==> src/logic/cbtl_pkg.sv <==
/*
  Shared constants and types for the CAN bit timing block: register map,
  field positions, reset values and the segment state encoding.
  Assumes a 32-bit AHB-Lite register bus and a single system clock.
*/
`default_nettype none

package cbtl_pkg;

  // Register byte offsets
  localparam logic [7:0] CBTL_OFS_CONFIG = 8'h00;
  localparam logic [7:0] CBTL_OFS_STATUS = 8'h04;

  // Field positions in the configuration word
  localparam int CBTL_F_PRESC_LSB = 0;
  localparam int CBTL_F_PROP_LSB  = 8;
  localparam int CBTL_F_PH1_LSB   = 12;
  localparam int CBTL_F_PH2_LSB   = 16;
  localparam int CBTL_F_SJW_LSB   = 20;
  localparam int CBTL_F_TRIPLE    = 24;
  localparam int CBTL_F_ENABLE    = 31;

  // Writable bits of the configuration word
  localparam logic [31:0] CBTL_CONFIG_MASK  = 32'h8137_773F;
  localparam logic [31:0] CBTL_CONFIG_RESET = 32'h0000_0000;

  // Field widths
  localparam int CBTL_PRESC_W = 6;
  localparam int CBTL_SEG_W   = 3;
  localparam int CBTL_SJW_W   = 2;
  localparam int CBTL_CNT_W   = 5;

  // AHB encodings
  localparam logic [1:0] CBTL_HTRANS_NONSEQ = 2'h2;
  localparam logic [1:0] CBTL_HTRANS_SEQ    = 2'h3;

  typedef enum logic [3:0] {
    CBTL_SYNC = 4'h1,
    CBTL_PROP = 4'h2,
    CBTL_PH1  = 4'h4,
    CBTL_PH2  = 4'h8
  } cbtl_seg_t;

  typedef struct packed {
    logic                    enable;
    logic                    triple;
    logic [CBTL_SJW_W-1:0]   sjw;
    logic [CBTL_SEG_W-1:0]   ph2;
    logic [CBTL_SEG_W-1:0]   ph1;
    logic [CBTL_SEG_W-1:0]   prop;
    logic [CBTL_PRESC_W-1:0] presc;
  } cbtl_cfg_t;

  typedef struct packed {
    logic        rx_bit;       // Last decided bit value
    logic        sample_pulse; // One cycle after each sample point
    logic        bit_start;    // One cycle at start of each bit but the first after enable
    logic        tq_tick;      // One cycle per time quantum
  } cbtl_out_t;

endpackage : cbtl_pkg

`default_nettype wire

==> src/logic/cbtl_top.sv <==
/*
  CAN bit timing: prescaled time quantum, four-segment nominal bit,
  sample point with optional three-sample vote, edge resynchronisation.
  Assumes can_rx comes straight from a transceiver pin (asynchronous) and
  that software reaches the registers as the only AHB-Lite slave.
*/
// Notes on behaviour
// - Quantum equals two times prescaler-plus-one clocks
// - Bit length programmable four to twenty-five quanta
// - Every bit opens with one-quantum sync segment
// - Propagation segment one to eight quanta
// - Phase one segment one to eight quanta
// - Phase two segment one to eight quanta
// - Resync lengthens phase one or shortens two
// - Bit decided when phase one ends
// - Optional majority of three half-quantum-spaced samples
`timescale 1ns/1ps
`default_nettype none

module cbtl_top (
  input  wire logic        hclk,         // System clock, 250 MHz
  input  wire logic        hresetn,      // Asynchronous reset, active low
  input  wire logic        hsel,         // Slave select
  input  wire logic [31:0] haddr,        // Byte address
  input  wire logic [1:0]  htrans,       // Transfer type
  input  wire logic        hwrite,       // Write when high
  input  wire logic [2:0]  hsize,        // Transfer size, word only
  input  wire logic [31:0] hwdata,       // Write data
  input  wire logic        hready,       // Bus ready in
  output logic      [31:0] hrdata,       // Read data
  output logic             hreadyout,    // Slave ready
  output logic             hresp,        // Always OKAY
  input  wire logic        can_rx,       // Bus level from transceiver
  output logic             rx_bit,       // Decided received bit
  output logic             sample_pulse, // Pulse after each sample point
  output logic             bit_start,    // Pulse at each sync segment entered from phase two
  output logic             tq_tick       // Pulse per time quantum
);

  typedef struct packed {
    cbtl_pkg::cbtl_cfg_t              cfg;
    logic [31:0]                      rdata;
    logic                             wr_pend;
    logic [7:0]                       wr_addr;
    logic                             rx_meta;
    logic                             rx_sync;
    logic                             rx_prev;
    logic [cbtl_pkg::CBTL_PRESC_W-1:0] div_cnt;
    logic                             half;
    logic [1:0]                       samp_sh;
    cbtl_pkg::cbtl_seg_t              seg;
    logic [cbtl_pkg::CBTL_CNT_W-1:0]  seg_cnt;
    logic [cbtl_pkg::CBTL_CNT_W-1:0]  bit_q;
    logic [cbtl_pkg::CBTL_CNT_W-1:0]  ext;
    logic [cbtl_pkg::CBTL_CNT_W-1:0]  shrink;
    logic                             edge_pend;
    logic                             resync_used;
    cbtl_pkg::cbtl_out_t              out;
  } cbtl_state_t;

  cbtl_state_t st_ff;
  cbtl_state_t nxt_st;

  function automatic logic majority3(input logic a, input logic b, input logic c);
    majority3 = (a & b) | (a & c) | (b & c);
  endfunction : majority3

  function automatic logic [cbtl_pkg::CBTL_CNT_W-1:0] seg_len(input logic [cbtl_pkg::CBTL_SEG_W-1:0] f);
    seg_len = {2'h0, f} + 5'h01;
  endfunction : seg_len

  logic                            half_tick;
  logic                            q_tick;
  logic                            edge_now;
  logic                            edge_any;
  logic [cbtl_pkg::CBTL_CNT_W-1:0] sjw_q;
  logic [cbtl_pkg::CBTL_CNT_W-1:0] ph1_len;
  logic [cbtl_pkg::CBTL_CNT_W-1:0] ph2_len;
  logic [cbtl_pkg::CBTL_CNT_W-1:0] cur_len;
  logic [cbtl_pkg::CBTL_CNT_W-1:0] ph2_left;
  logic                            seg_end;
  logic                            addr_ok;

  always_comb begin
    nxt_st = st_ff;
    // Quantum is two halves of prescaler+1 clocks; halves feed the vote
    half_tick = st_ff.cfg.enable && (st_ff.div_cnt == st_ff.cfg.presc);
    q_tick    = half_tick && st_ff.half;
    edge_now  = st_ff.rx_prev && !st_ff.rx_sync;
    edge_any  = edge_now || st_ff.edge_pend;
    sjw_q     = {3'h0, st_ff.cfg.sjw} + 5'h01;
    ph1_len   = seg_len(st_ff.cfg.ph1) + st_ff.ext;
    ph2_len   = seg_len(st_ff.cfg.ph2) - st_ff.shrink;
    ph2_left  = ph2_len - st_ff.seg_cnt - 5'h01;
    cur_len   = 5'h01;
    case (st_ff.seg)
      cbtl_pkg::CBTL_SYNC: cur_len = 5'h01;
      cbtl_pkg::CBTL_PROP: cur_len = seg_len(st_ff.cfg.prop);
      cbtl_pkg::CBTL_PH1:  cur_len = ph1_len;
      cbtl_pkg::CBTL_PH2:  cur_len = ph2_len;
      default:             cur_len = 5'h01;
    endcase
    // At or past the end, so a length cut under a running count cannot run away
    seg_end = (st_ff.seg_cnt >= cur_len - 5'h01);

    // Pin passes two flops before anything looks at it
    nxt_st.rx_meta = can_rx;
    nxt_st.rx_sync = st_ff.rx_meta;
    nxt_st.rx_prev = st_ff.rx_sync;

    nxt_st.out.tq_tick      = q_tick;
    nxt_st.out.sample_pulse = 1'b0;
    nxt_st.out.bit_start    = 1'b0;

    // A falling edge seen only after a recessive bit; the clear on a quantum tick beats a new edge
    if (edge_now && st_ff.out.rx_bit) begin
      nxt_st.edge_pend = 1'b1;
    end

    if (!st_ff.cfg.enable) begin
      nxt_st.div_cnt     = '0;
      nxt_st.half        = 1'b0;
      nxt_st.seg         = cbtl_pkg::CBTL_SYNC;
      nxt_st.seg_cnt     = '0;
      nxt_st.bit_q       = '0;
      nxt_st.ext         = '0;
      nxt_st.shrink      = '0;
      nxt_st.edge_pend   = 1'b0;
      nxt_st.resync_used = 1'b0;
    end else if (half_tick) begin
      nxt_st.div_cnt = '0;
      nxt_st.half    = !st_ff.half;
      nxt_st.samp_sh = {st_ff.samp_sh[0], st_ff.rx_sync};
    end else begin
      nxt_st.div_cnt = st_ff.div_cnt + 6'h01;
    end

    if (q_tick) begin
      nxt_st.edge_pend = 1'b0;
      nxt_st.seg_cnt   = st_ff.seg_cnt + 5'h01;
      nxt_st.bit_q     = st_ff.bit_q + 5'h01;
      if (edge_any && st_ff.out.rx_bit && !st_ff.resync_used) begin
        nxt_st.resync_used = 1'b1;
        if (st_ff.seg == cbtl_pkg::CBTL_PROP || st_ff.seg == cbtl_pkg::CBTL_PH1) begin
          // Late edge: stretch phase one by the error, capped at the jump width
          nxt_st.ext = (st_ff.bit_q < sjw_q) ? st_ff.bit_q : sjw_q;
        end else if (st_ff.seg == cbtl_pkg::CBTL_PH2) begin
          nxt_st.shrink = (ph2_left < sjw_q) ? ph2_left : sjw_q;
        end else begin
          nxt_st.resync_used = st_ff.resync_used;
        end
      end
      if (seg_end || (st_ff.seg == cbtl_pkg::CBTL_PH2 && edge_any && st_ff.out.rx_bit &&
                      !st_ff.resync_used && ph2_left <= sjw_q)) begin
        nxt_st.seg_cnt = '0;
        case (st_ff.seg)
          cbtl_pkg::CBTL_SYNC: nxt_st.seg = cbtl_pkg::CBTL_PROP;
          cbtl_pkg::CBTL_PROP: nxt_st.seg = cbtl_pkg::CBTL_PH1;
          cbtl_pkg::CBTL_PH1: begin
            nxt_st.seg              = cbtl_pkg::CBTL_PH2;
            nxt_st.out.sample_pulse = 1'b1;
            nxt_st.out.rx_bit       = st_ff.cfg.triple ?
                                      majority3(st_ff.samp_sh[1], st_ff.samp_sh[0], st_ff.rx_sync) :
                                      st_ff.rx_sync;
          end
          default: begin
            nxt_st.seg           = cbtl_pkg::CBTL_SYNC;
            nxt_st.bit_q         = '0;
            nxt_st.ext           = '0;
            nxt_st.shrink        = '0;
            nxt_st.resync_used   = 1'b0;
            nxt_st.out.bit_start = 1'b1;
          end
        endcase
      end
    end

    // AHB-Lite: reads sampled in the address phase, writes land in the data phase
    addr_ok = (haddr[7:0] == cbtl_pkg::CBTL_OFS_CONFIG) || (haddr[7:0] == cbtl_pkg::CBTL_OFS_STATUS);
    nxt_st.wr_pend = 1'b0;
    if (st_ff.wr_pend && st_ff.wr_addr == cbtl_pkg::CBTL_OFS_CONFIG) begin
      nxt_st.cfg.presc  = hwdata[cbtl_pkg::CBTL_F_PRESC_LSB +: cbtl_pkg::CBTL_PRESC_W];
      nxt_st.cfg.prop   = hwdata[cbtl_pkg::CBTL_F_PROP_LSB +: cbtl_pkg::CBTL_SEG_W];
      nxt_st.cfg.ph1    = hwdata[cbtl_pkg::CBTL_F_PH1_LSB +: cbtl_pkg::CBTL_SEG_W];
      nxt_st.cfg.ph2    = hwdata[cbtl_pkg::CBTL_F_PH2_LSB +: cbtl_pkg::CBTL_SEG_W];
      nxt_st.cfg.sjw    = hwdata[cbtl_pkg::CBTL_F_SJW_LSB +: cbtl_pkg::CBTL_SJW_W];
      nxt_st.cfg.triple = hwdata[cbtl_pkg::CBTL_F_TRIPLE];
      nxt_st.cfg.enable = hwdata[cbtl_pkg::CBTL_F_ENABLE];
    end
    if (hsel && hready && (htrans == cbtl_pkg::CBTL_HTRANS_NONSEQ || htrans == cbtl_pkg::CBTL_HTRANS_SEQ)) begin
      nxt_st.wr_pend = hwrite && addr_ok;
      nxt_st.wr_addr = haddr[7:0];
      nxt_st.rdata   = '0;
      if (!hwrite && haddr[7:0] == cbtl_pkg::CBTL_OFS_CONFIG) begin
        nxt_st.rdata[cbtl_pkg::CBTL_F_PRESC_LSB +: cbtl_pkg::CBTL_PRESC_W] = st_ff.cfg.presc;
        nxt_st.rdata[cbtl_pkg::CBTL_F_PROP_LSB +: cbtl_pkg::CBTL_SEG_W]    = st_ff.cfg.prop;
        nxt_st.rdata[cbtl_pkg::CBTL_F_PH1_LSB +: cbtl_pkg::CBTL_SEG_W]     = st_ff.cfg.ph1;
        nxt_st.rdata[cbtl_pkg::CBTL_F_PH2_LSB +: cbtl_pkg::CBTL_SEG_W]     = st_ff.cfg.ph2;
        nxt_st.rdata[cbtl_pkg::CBTL_F_SJW_LSB +: cbtl_pkg::CBTL_SJW_W]     = st_ff.cfg.sjw;
        nxt_st.rdata[cbtl_pkg::CBTL_F_TRIPLE]                              = st_ff.cfg.triple;
        nxt_st.rdata[cbtl_pkg::CBTL_F_ENABLE]                              = st_ff.cfg.enable;
      end else if (!hwrite && haddr[7:0] == cbtl_pkg::CBTL_OFS_STATUS) begin
        nxt_st.rdata = {19'h00000, st_ff.bit_q, st_ff.seg, 2'h0, st_ff.rx_sync, st_ff.out.rx_bit};
      end
    end
  end

  always_ff @(posedge hclk or negedge hresetn) begin
    if (!hresetn) begin
      st_ff         <= '0;
      st_ff.cfg     <= '0;
      st_ff.seg     <= cbtl_pkg::CBTL_SYNC;
      st_ff.rx_meta <= 1'b1;
      st_ff.rx_sync <= 1'b1;
      st_ff.rx_prev <= 1'b1;
      st_ff.samp_sh <= 2'h3;
      st_ff.out     <= cbtl_pkg::cbtl_out_t'(4'h8);
    end else begin
      st_ff <= nxt_st;
    end
  end

  assign hrdata       = st_ff.rdata;
  assign hreadyout    = 1'b1;
  assign hresp        = 1'b0;
  assign rx_bit       = st_ff.out.rx_bit;
  assign sample_pulse = st_ff.out.sample_pulse;
  assign bit_start    = st_ff.out.bit_start;
  assign tq_tick      = st_ff.out.tq_tick;

  // Checks; helper counter measures clocks between quantum ticks
  logic [7:0] clk_since_ff;
  logic       tick_seen_ff;
  always_ff @(posedge hclk or negedge hresetn) begin
    if (!hresetn) begin
      clk_since_ff <= 8'h00;
      tick_seen_ff <= 1'b0;
    end else if (st_ff.wr_pend || !st_ff.cfg.enable) begin
      clk_since_ff <= 8'h00;
      tick_seen_ff <= 1'b0;
    end else if (q_tick) begin
      clk_since_ff <= 8'h01;
      tick_seen_ff <= 1'b1;
    end else begin
      clk_since_ff <= clk_since_ff + 8'h01;
    end
  end
endmodule : cbtl_top

`default_nettype wire

==> config.mk <==
export PLATFORM = sky130hd
export DESIGN_NAME = cbtl_top
export DESIGN_NICKNAME = d
export VERILOG_FILES = /design/src/logic/cbtl_pkg.sv /design/src/logic/cbtl_top.sv
export SDC_FILE = /design/constraint.sdc
export NUM_CORES = 1
export LEC_CHECK = 0
export BUFFER_PORTS_ARGS = -buffer_cell sky130_fd_sc_hd__buf_2
export CORE_ASPECT_RATIO = 0.8
export CORE_MARGIN = 2
export CORE_UTILIZATION = 30
export CTS_CLUSTER_SIZE = 40
export DETAILED_ROUTE_END_ITERATION = 8
export RECOVER_POWER = 100
export SLEW_MARGIN = 15
export SYNTH_ARGS = -nofsm -noshare
export SYNTH_HDL_FRONTEND = slang
export SYNTH_SLANG_ARGS = --single-unit
export TNS_END_PERCENT = 5
==> constraint.sdc <==
create_clock -name hclk -period 8.4 [get_ports hclk]
set_input_delay 1.26 -clock hclk [delete_from_list [all_inputs] [get_ports hclk]]
set_output_delay 1.26 -clock hclk [all_outputs]
set_load 0.02 [all_outputs]
# Word-level counts from Yosys, hierarchy flattened
# Cells that the tools add are included.
# totals
ff_bits,102
in_bits,75
output_inout_bits,38
elab_cells,124
# classes
add_sub_neg,12
n_lt_le_gt_ge,4
n_eq_ne,11
n_mux,35
bitwise,5
reduce_logical,30
# ops
cell,n
29-bit two-way mux,1
26-bit two-way mux,1
5-bit two-way mux,5
24-bit two-way mux,1
1-bit logical AND,16
8-bit zero test,2
15-bit two-way mux,1
5-bit one-hot mux with 3 select lines,1
13-bit two-way mux,1
3-bit by 1-bit adder with 4-bit output (second input constant),3
3-bit two-way mux,4
6-bit two-way mux,2
4-bit one-hot mux with 3 select lines,1
5-bit by 1-bit adder with 5-bit output (second input constant),2
5-bit by 3-bit less-than comparator with 1-bit output,2
1-bit two-way mux,10
10-bit two-way mux,1
5-bit by 1-bit subtractor with 5-bit output (second input constant),2
9-bit two-way mux,1
8-bit by 3-bit == test with 1-bit output (second input constant),1
7-bit two-way mux,1
6-bit by 1-bit adder with 6-bit output (second input constant),1
6-bit == test,1
2-bit two-way mux,3
21 further kinds,33

# Longest topological paths before layout
# Gate-level depths: netlist of run 1.
# logic_depth
depth_word,12
mapped_depth,16
ltp_nobuf,16

# Worst setup path after synthesis of run 1
# OpenSTA, ideal clock, no wires.
# synth_path
kind,reg-to-reg
start,register st_ff[96] (netlist name)
end,register st_ff (netlist bit rx_bit)
setup_ns,0.082
arrival_time_ns,3.584
required_ns,8.318
setup_slack_ns,4.734
path_stages_with_launch,16
path_buffers,0
period_less_slack_ns,3.666
path_cell_list,dfrtp_1 -> inv_1 -> ha_1 -> inv_1 -> ha_1 -> fa_1 -> a222oi_1 -> nand3_1 -> xnor2_1 -> ha_1 -> o21ai_0 -> o21ai_0 -> and2_1 -> a21oi_2 -> nor4_2 -> mux2_2
# synth_via
elab_chain_cells,8
word_cells_on_any_way,11
cone_classes,add/sub (5); order compare (2); mux (1); reduce/logical (3)
# synth_rtl
element,line,text
from (decl),cbtl_top.sv:61,cbtl_state_t st_ff;
from (signal assigned),cbtl_top.sv:219,st_ff <= nxt_st;
3-bit by 1-bit adder with 4-bit output *,cbtl_top.sv:69,"seg_len = {2'h0, f} + 5'h01;"
4-bit by 5-bit subtractor with 5-bit output *,cbtl_top.sv:93,ph2_len = seg_len(st_ff.cfg.ph2) - st_ff.shrink;
5-bit subtractor,cbtl_top.sv:94,ph2_left = ph2_len - st_ff.seg_cnt - 5'h01;
5-bit by 1-bit subtractor with 5-bit output,cbtl_top.sv:94,
5-bit by 3-bit less-or-equal comparator with 1-bit output,cbtl_top.sv:154,!st_ff.resync_used && ph2_left <= sjw_q)) begin
1-bit logical AND,cbtl_top.sv:154,
1-bit logical OR *,cbtl_top.sv:153,if (seg_end || (st_ff.seg == cbtl_pkg::CBTL_PH2 && edge_any && st_ff.out.rx_bit &&
3-bit AND reduction (no source line) *,n/a,
# Every way passes the cells marked *; elsewhere a longest branch is shown, timed or not.
# A chain may end at the register's enable or synchronous reset.

==> out/results.tsv, run 1 <==
metric	value	unit
status	finished with violations	
failing checks	capacitance limit, slew limit	
Async SR Flop Fraction	100.0	%
post-CTS sizing	0	
Die Height	119.8	um
vias in the first global route	3556	
peak supply drop	0.0001053	V
kind of critical path	in2async	
synth unique cells	53	
Die X	148.7	um
PwrDens	172.8	nW/um2
post-synthesis compound-gate area fraction	12.05	%
syn_area_per_cell	10.45	um2
Hold Crit Class	reg2reg	
total global-route track usage	13.38	%
first-pass GRT wire length	18.75	mm
multi-input logic area	2297	um2
antenna-violating nets left	0	
Synth warnings	0	
DR vias/cell	4.884	
Hold Vio Cnt, Final	0	
CTS tree	built	
Primary FF master, synth	dfrtp_1	
Reg area	2311	um2
Worst Hold Depth	0	
H-tree depth	3	
Post-Synth XOR/XNOR Area	4.705	%
CP bufs+invs	2	
Ant. Diodes	0	
Slew Viols, Final	134	
Starting Density	30.56	%
fin crit share	60.51	%
largest net degree at the start of global routing	53	
Nets	623	
utilization after layout	33.81	%
worst-path fanout max	52	
final WL	11.28	mm
# rows	42	
clk_skew	0.006537	ns
CP Capture Type	async pin	
worst reg2reg path depth	15	
synthesized instance count	481	
worst-margin pin slew	2.706	ns
multiplexer area fraction after synthesis	7.941	%
DRC Markers	0	
Setup violations, final	0	
synthesized area	5026	um2
min cycle time layout	5.083	ns
FMAX	0.1967	GHz
Root Buffer	clkbuf_16	
die area	17810	um2
largest stage delay on the critical path	2.03	ns
port buffer count	59	
CP cell instances	clkbuf_1, clkbuf_1	
starting DRC count in detailed routing	245	
initial antenna violation count	0	
post-synthesis sequential area ratio	45.98	%
RSZ-0062 raised after global routing	no	
postcts setup bufs	0	
crit path launch type	input pin	
synthesis-to-finish area growth	10.63	%
Overflow after GRT	0	
core footprint	16450	um2
most frequent cells in the layout	dfrtp_1 (85), nand2_1 (49), clkbuf_1 (34), buf_2 (32), ha_1 (29)	
Post-Synth Adder-Cell Area	8.414	%
CTS Buffer Depth	2	
Max-slew headroom	-80.43	%
Post-synth EDFFs	0	
# clock sinks	92	
share of cells above drive strength 1	14.01	%
setup TNS after final layout	0	ns
CTS Hold Bufs	0	
post-synthesis simple-gate area fraction	12.45	%
Data required, critical path	8.26	ns
Boundary Pins	113	
max-cap viol count	3	
Critical Path Stages	2	
DRT Pass-1 Iters	5	
static leakage	2.522	nW
final-layout fill cell count	1704	
largest family of logic cells by synthesized area	simple AND/OR/NAND/NOR gates	
CTS Buf Count	9	
clk slew on worst S/H paths	0.06	ns
post-DR wirelength/cell	15.23	um
most frequent CP cell	clkbuf_1	
Crit path max-delay family	buffers and inverters	
RePlAce Congestion	0.8778	
Seq cells post-synth	92	
Final HPWL DP	8.537	mm
arrival time at the worst endpoint	4.94	ns
commonest non-fill, non-tap cell in the layout	dfrtp_1	
CP max-delay cell	clkbuf_1	
Skew-Pair Late Insertion Delay	0.34	ns
via count	3619	
kinds of logic after synthesis:
| family | after synthesis |
|---|---|
| and+or+nand+nor | 130 |
| DFF | 92 |
| AOI/OAI and AO/OA | 84 |
| buffers and inverters | 77 |
| muxes | 37 |
| adders and majority gates | 32 |
| xor gates and xnor gates | 27 |
| other | 2 |
layout make-up:
class                      instances  share of cell area, %
sequential                        92                  41.56
multi-input combinational        322                  41.31
timing repair buffer              63                  5.041
tap                              220                  4.950
clock buffer                      14                  4.568
inverter                          28                  1.890
clock inverter                     2                 0.6751
power by group:
| part | internal [W] | total [W] | leakage [nW] | switching (W) |
|---|---|---|---|---|
| combinational | 0.0000367 | 0.0000919 | 1.18 | 0.0000552 |
| clock | 0.000239 | 0.000397 | 0.137 | 0.000158 |
| sequential | 0.000459 | 0.000472 | 1.20 | 0.0000127 |
cell usage after synthesis, drive strengths merged, types with 3 or more instances:
cell | instances | area (um2)
nor2 | 26 | 100.1
a211o | 3 | 26.28
o31ai | 8 | 60.06
buf | 35 | 260.2
fa | 3 | 60.06
a21o | 4 | 30.03
nor2b | 3 | 18.77
nor4 | 5 | 37.53
nor3 | 6 | 30.03
dfstp | 7 | 183.9
mux2 | 23 | 259.0
nand3b | 4 | 30.03
o2bb2ai | 3 | 26.28
dfrtp | 85 | 2127
clkbuf | 14 | 52.55
a22o | 14 | 122.6
xnor2 | 14 | 122.6
nand2b | 6 | 37.54
and3 | 4 | 25.02
and2 | 4 | 25.02
nand3 | 15 | 75.07
inv | 28 | 105.1
a31oi | 4 | 25.02
o21ai | 19 | 102.6
mux2i | 14 | 140.1
xor2 | 13 | 113.9
ha | 29 | 362.9
nand2 | 49 | 183.9
o22ai | 7 | 43.79
a21oi | 12 | 63.81
per-stage QoR:
step / hold WS [ns] / std cells / power [W] / area (um2) / worst slack, ns
finish: 0.3604 / 741 / 0.0009606 / 5560 / 3.317
global route: 0.3644 / 741 / 0.001012 / 5560 / 2.375
CTS: 0.3559 / 741 / 0.0009768 / 5645 / 4.033
detailed placement: 0.3468 / 725 / 0.0005743 / 5354 / 4.043
global placement: 0.3465 / 725 / 0.0005699 / 5354 / 4.153
floorplan: 0.3452 / 491 / 0.0005422 / 5064 / 4.734
worst paths after layout:
kind / start / to / slack, ns
max: hresetn / st_ff[50]$_DFF_PN0_ / 3.32
min reg2reg: nxt_st[40]$_DFF_PN1_ / nxt_st[39]$_DFF_PN1_ / 0.36
max reg2reg: st_ff[96]$_DFFE_PN0P_ / st_ff[19]$_DFFE_PN0N_ / 3.91
min: nxt_st[40]$_DFF_PN1_ / nxt_st[39]$_DFF_PN1_ / 0.36
min in group asynchronous: hresetn / hrdata[24]$_DFFE_PN0P_ / 1.62
max in group hclk: st_ff[96]$_DFFE_PN0P_ / st_ff[19]$_DFFE_PN0N_ / 3.91
metal layers:
metal / routed length [um] / track usage [%]
met2: 5132 / 20.95
met4: 84 / 2.500
met5: 0 / 0
met3: 530 / 3.118
met1: 5535 / 19.11
flip-flops by register name (all words and copies together), names as in the netlist:
register,cells
bit_start,1
hrdata,22
nxt_st,2
rx_bit,1
sample_pulse,1
st_ff,64
tq_tick,1
Power figures use the tool's default switching activity.
==> run 2, diff against run 1 <==
clock period = 5.3 ns   (was 8.4 ns; I/O delays follow)
==> run 2 against run 1 <==
Effect of this change:
- hold slack better by 0.0019 ns
- final cell count is the same
- via count is 1.3% lower
- cell area grew 0.95%
- the run still ends with capacitance limit, slew limit left
- non-clock buffer count stayed put
- power increased by 66%
- largest cell class is now multi-input combinational cells
- core utilization rose by 0.32 points
- setup slack lost 2.5 ns
==> out/results.tsv, run 2 (synthesized netlist as in run 1, its figures left out) <==
metric	value	unit	change
FF-to-FF Start	st_ff[96]$_DFFE_PN0P_		unchanged
worst reg2reg path depth	15		unchanged
worst hold slack	0.3623	ns	was 0.3604 ns
DR WL met2	5.174	mm	was 5.132 mm
static leakage	2.544	nW	was 2.522 nW
worst-path fanout max	9		was 52
Nets	623		unchanged
Worst Hold Depth	0		unchanged
port buffer count	59		unchanged
FF-to-FF setup slack	0.81	ns	was 3.91 ns
Final HPWL DP	8.427	mm	was 8.537 mm
commonest non-fill, non-tap cell in the layout	dfrtp_1		unchanged
clk_skew	0.005345	ns	was 0.006537 ns
vias in the first global route	3662		was 3,556
synthesis-to-finish area growth	11.68	%	was 10.63%
peak supply drop	0.0001348	V	was 0.0001053 V
postcts setup bufs	0		unchanged
via count	3571		was 3,619
die area	17810	um2	unchanged
metal3 WL	696	um	was 530 um
Slew Viols, Final	81		was 134
Die X	148.7	um	unchanged
largest register by flop count	st_ff		unchanged
final WL	11.28	mm	about the same
Hold Vio Cnt, Final	0		unchanged
fin crit share	84.65	%	
Overflow after GRT	0		unchanged
Worst R2R End	rx_bit$_DFFE_PN1P_		was st_ff[19]$_DFFE_PN0N_
Ant. Diodes	0		unchanged
post-DR wirelength/cell	15.22	um	was 15.23 um
CP cell instances	inv_1, ha_1, inv_1, ha_1, fa_1, a222oi_1, nand3_1, xnor2_1, ha_1, o21ai_0, o21ai_0, and2_0, a21oi_1, nor4_1, mux2_1		was clkbuf_1, clkbuf_1
max-cap viol count	2		was 3
H-tree depth	3		unchanged
RSZ-0062 raised after global routing	no		unchanged
worst-margin pin slew	2.296	ns	was 2.706 ns
M1 WL	5.298	mm	was 5.535 mm
Boundary Pins	113		unchanged
CP Capture Type	register		was async pin
starting DRC count in detailed routing	139		was 245
crit path launch type	register		was input pin
FMAX	0.2229	GHz	
DRT Pass-1 Iters	5		unchanged
CTS tree	built		unchanged
failing checks	capacitance limit, slew limit		unchanged
DR vias/cell	4.819		was 4.884
total global-route track usage	13.68	%	was 13.38%
Setup violations, final	0		unchanged
arrival time at the worst endpoint	4.76	ns	was 4.94 ns
Starting Density	30.56	%	unchanged
DR top layer	met4		unchanged
most frequent cells in the layout	dfrtp_1 (85), nand2_1 (49), buf_2 (31), clkbuf_1 (30), ha_1 (29)		was dfrtp_1 (85), nand2_1 (49), clkbuf_1 (34), buf_2 (32), ha_1 (29)
Post-Place Cell Area	5354	um2	unchanged
Skew-Pair Late Insertion Delay	0.34	ns	about the same
status	finished with violations		unchanged
CTS Buffer Depth	2		unchanged
RePlAce Congestion	0.8813		was 0.8778
# rows	42		unchanged
post-CTS sizing	0		unchanged
CP max-delay cell	a222oi_1		was clkbuf_1
Die Height	119.8	um	unchanged
design area	5613	um2	was 5560 um2
total power	0.001591	W	was 0.0009606 W
Root Buffer	clkbuf_16		unchanged
share of cells above drive strength 1	15.16	%	was 14.01%
Max-slew headroom	-53.07	%	was -80.43%
CTS Hold Bufs	0		unchanged
setup TNS after final layout	0	ns	unchanged
largest stage delay on the critical path	0.55	ns	was 2.03 ns
WHS Endpoint	nxt_st[39]$_DFF_PN1_		unchanged
# clock sinks	92		unchanged
core footprint	16450	um2	unchanged
CTS Buf Count	9		unchanged
Hold Crit Class	reg2reg		unchanged
number of flip-flops in the largest register	64		unchanged
first-pass GRT wire length	19.00	mm	was 18.75 mm
PwrDens	283.4	nW/um2	was 172.8 nW/um2
DRC Markers	0		unchanged
clk slew on worst S/H paths	0.06	ns	about the same
initial antenna violation count	0		unchanged
most frequent CP cell	ha_1		was clkbuf_1
hold wc startpoint	nxt_st[40]$_DFF_PN1_		unchanged
Data required, critical path	5.57	ns	was 8.26 ns
largest net degree at the start of global routing	53		unchanged
min cycle time layout	4.486	ns	
antenna-violating nets left	0		unchanged
kind of critical path	reg2reg		was in2async
run 2: changes by cell type in the layout (fill, tap and decap cells not counted), moves of 2 or more:
cell      before  now
clkbuf_1      34   30
and2_0         2    4
and2_1         2    0
clkinv_2       0    2
clkinv_4       0    2
run 2: report_power, final:
group	switching, W	internal (W)
combinational	0.0000879	0.0000584
clock	0.000271	0.000426
sequential	0.0000204	0.000727
run 2: metal layers:
| metal | track usage (%) | vias up |
|---|---|---|
| li1 | - | 1711 |
| met1 | 19.20 | 1755 |
| met2 | 21.09 | 96 |
| met3 | 3.384 | 9 |
| met4 | 3.690 | 0 |
| met5 | 0 | - |
run 2: worst max-delay path, delay by kind of cell (launching register included):
kind / cells / cell delay, ns
XOR/XNOR: 1 / 0.18
adder cells (fa/ha/maj): 4 / 1.29
AO/OA/AOI/OAI: 4 / 1.16
multiplexers: 1 / 0.37
AND/OR/NAND/NOR: 3 / 0.93
buffers and inverters: 2 / 0.09
flip-flops: 1 / 0.37
run 2: worst max-delay path by stage:
stage	from	end	slack, ns	depth (start not counted)
finish	st_ff[96]$_DFFE_PN0P_	rx_bit$_DFFE_PN1P_	0.81	15
global route	st_ff[96]$_DFFE_PN0P_	rx_bit$_DFFE_PN1P_	0.50	15
CTS	st_ff[96]$_DFFE_PN0P_	st_ff[7]$_DFF_PN0_	0.94	15
detailed placement	st_ff[96]$_DFFE_PN0P_	st_ff[7]$_DFF_PN0_	0.96	15
global placement	st_ff[96]$_DFFE_PN0P_	st_ff[8]$_DFF_PN0_	1.06	15
floorplan	st_ff[96]$_DFFE_PN0P_	rx_bit$_DFFE_PN1P_	1.63	15
run 2: cell type report:
| cell class | count | area (um2) |
|---|---|---|
| fillers | 1677 | 10840 |
| well taps | 220 | 275.3 |
| clock buffers | 10 | 239.0 |
| multi-input cells | 322 | 2315 |
| repair buffers | 63 | 280.3 |
| clock inverters | 6 | 87.58 |
| inverters | 28 | 105.1 |
| flip-flops and latches | 92 | 2311 |
run 2: metrics by stage:
stage,std cells,util (%),worst slack (ns)
detailed placement,725,32.55,0.9601
global placement,725,32.55,1.062
CTS,741,34.54,0.9400
finish,741,34.12,0.8138
floorplan,491,-,1.634
global route,741,34.12,0.5004
==> run 3, diff against run 2 <==
clock period = 4 ns   (was 5.3 ns; I/O delays follow)
==> run 3 against run 2 <==
Effect of this change:
- the run still ends with capacitance limit, slew limit left
- critical path depth up 2
- largest power group unchanged
- flip-flop and latch count unchanged
- setup slack lost 0.63 ns
- sequential power up 32%
- fmax up 18%
- critical path type unchanged
- cell area up 3.1%
- combinational power rose by 40%
- register-to-register slack worse by 0.63 ns
- hold slack worse by 0.00094 ns
- first-iteration DRC count grew 33%
==> out/results.tsv, run 3 (synthesized netlist as in run 1, its figures left out) <==
metric	value	unit	change
CTS Hold Bufs	0		unchanged
max-cap viol count	2		unchanged
DR vias/cell	4.840		was 4.819
Reg area	2311	um2	unchanged
setup TNS after final layout	0	ns	unchanged
fin crit share	95.45	%	was 84.65%
most frequent cells in the layout	dfrtp_1 (85), nand2_1 (49), buf_2 (31), clkbuf_1 (30)		was dfrtp_1 (85), nand2_1 (49), buf_2 (31), clkbuf_1 (30), ha_1 (29)
CTS tree	built		unchanged
first-pass GRT wire length	19.15	mm	was 19.00 mm
RePlAce Congestion	0.8595		was 0.8813
Root Buffer	clkbuf_16		unchanged
CP max-delay cell	fa_2		was a222oi_1
# rows	42		unchanged
Final WS setup	0.1820	ns	was 0.8138 ns
utilization after layout	35.19	%	was 34.12%
worst hold slack	0.3613	ns	was 0.3623 ns
CTS Buffer Depth	2		unchanged
Starting Density	30.56	%	unchanged
Boundary Pins	113		unchanged
CTS Buf Count	9		unchanged
initial antenna violation count	0		unchanged
final-layout fill cell count	1662		was 1,677
crit path launch type	register		unchanged
vias in the first global route	3730		was 3,662
multi-input logic area	2395	um2	was 2315 um2
H-tree depth	3		unchanged
Slew Viols, Final	106		was 81
static leakage	2.613	nW	was 2.544 nW
PwrDens	375.2	nW/um2	was 283.4 nW/um2
CP Capture Type	register		unchanged
Skew-Pair Late Insertion Delay	0.34	ns	about the same
DRT Pass-1 Iters	4		was 5
Overflow after GRT	0		unchanged
final WL	11.40	mm	was 11.28 mm
status	finished with violations		unchanged
min cycle time layout	3.818	ns	was 4.486 ns
Hold Crit Class	reg2reg		unchanged
synthesis-to-finish area growth	15.16	%	was 11.68%
Post-Place Cell Area	5414	um2	was 5354 um2
design area	5788	um2	was 5613 um2
arrival time at the worst endpoint	4.10	ns	was 4.76 ns
Nets	633		was 623
CP bufs+invs	4		was 2
antenna-violating nets left	0		unchanged
Die Height	119.8	um	unchanged
Max-slew headroom	-19.73	%	was -53.07%
worst-path fanout max	7		was 9
Ant. Diodes	0		unchanged
Hold Vio Cnt, Final	0		unchanged
number of flip-flops in the largest register	64		unchanged
failing checks	capacitance limit, slew limit		unchanged
CP cell instances	inv_1, ha_1, inv_1, ha_2, fa_2, a222oi_1, buf_4, nand3_1, xnor2_1, ha_1, o21ai_0, o21ai_1, buf_4, a311oi_4, o21ai_4, nor3_1, a211o_1		was inv_1, ha_1, inv_1, ha_1, fa_1, a222oi_1, nand3_1, xnor2_1, ha_1, o21ai_0, o21ai_0, and2_0, a21oi_1, nor4_1, mux2_1
clk slew on worst S/H paths	0.07	ns	was 0.06 ns
commonest non-fill, non-tap cell in the layout	dfrtp_1		unchanged
# clock sinks	92		unchanged
worst-margin pin slew	1.796	ns	was 2.296 ns
largest stage delay on the critical path	0.48	ns	was 0.55 ns
port buffer count	59		unchanged
Setup violations, final	0		unchanged
largest register by flop count	st_ff		unchanged
Place WS	0.06480	ns	was 0.9601 ns
clk_skew	0.01117	ns	was 0.005345 ns
largest net degree at the start of global routing	67		was 53
via count	3635		was 3,571
peak supply drop	0.0002017	V	was 0.0001348 V
DRC Markers	0		unchanged
Crit path max-delay family	compound AO/OA/AOI/OAI gates		was adder cells
Data required, critical path	4.28	ns	was 5.57 ns
share of cells above drive strength 1	19.40	%	was 15.16%
kind of critical path	reg2reg		unchanged
Final HPWL DP	8.564	mm	was 8.427 mm
Die X	148.7	um	unchanged
total global-route track usage	13.73	%	was 13.68%
FMAX	0.2619	GHz	was 0.2229 GHz
starting DRC count in detailed routing	185		was 139
die area	17810	um2	unchanged
post-DR wirelength/cell	15.18	um	was 15.22 um
core footprint	16450	um2	unchanged
run 3: area by class of cell:
| class | count | share of cell area (%) |
|---|---|---|
| tap | 220 | 4.756 |
| timing repair buffer | 73 | 6.161 |
| sequential | 92 | 39.93 |
| multi-input combinational | 322 | 41.37 |
| inverter | 28 | 1.816 |
| clock inverter | 7 | 2.075 |
| clock buffer | 9 | 3.891 |
run 3: worst paths after layout:
kind                       slack [ns]  cells past startpoint             startpoint                endpoint
setup / recovery                 0.18                     17  st_ff[96]$_DFFE_PN0P_   st_ff[20]$_DFFE_PN0N_
hold / removal                   0.36                      0   nxt_st[40]$_DFF_PN1_    nxt_st[39]$_DFF_PN1_
setup reg to reg                 0.18                     17  st_ff[96]$_DFFE_PN0P_   st_ff[20]$_DFFE_PN0N_
hold reg to reg                  0.36                      0   nxt_st[40]$_DFF_PN1_    nxt_st[39]$_DFF_PN1_
max in group asynchronous        1.26                      2                hresetn     st_ff[15]$_DFF_PN0_
min in group asynchronous        0.69                      1                hresetn  hrdata[24]$_DFFE_PN0P_
run 3: where the power goes:
group,internal (W),switching [W],total (W)
sequential,0.000964,0.0000261,0.000990
combinational,0.0000840,0.000120,0.000204
clock,0.000614,0.000364,0.000978
total,0.00166,0.000510,0.00217
run 3: worst register-to-register path, cell delays in order, from the launching register on:
cell	delay, ns
dfrtp_1	0.37
inv_1	0.06
ha_1	0.27
inv_1	0.07
ha_2	0.20
fa_2	0.48
a222oi_1	0.39
buf_4	0.19
nand3_1	0.09
xnor2_1	0.21
ha_1	0.25
o21ai_0	0.08
o21ai_1	0.10
buf_4	0.15
a311oi_4	0.36
o21ai_4	0.16
nor3_1	0.21
a211o_1	0.13
run 3: repair_timing:
item                                    CTS  global route
setup buffers                             0             2
resized for setup                         0            18
endpoints found under the setup margin    0            24
run 3: routing by layer:
metal  global-route usage, %  routed length, um
met4                   3.810                135
met2                   22.05               5293
met3                   2.738                493
met5                       0                  0
met1                   18.92               5478
run 3: through the flow:
step                std cells  total power [W]
finish                    751         0.002172
global route              751         0.002270
CTS                       749         0.002199
detailed placement        733         0.001210
global placement          733         0.001201
floorplan                 491         0.001139
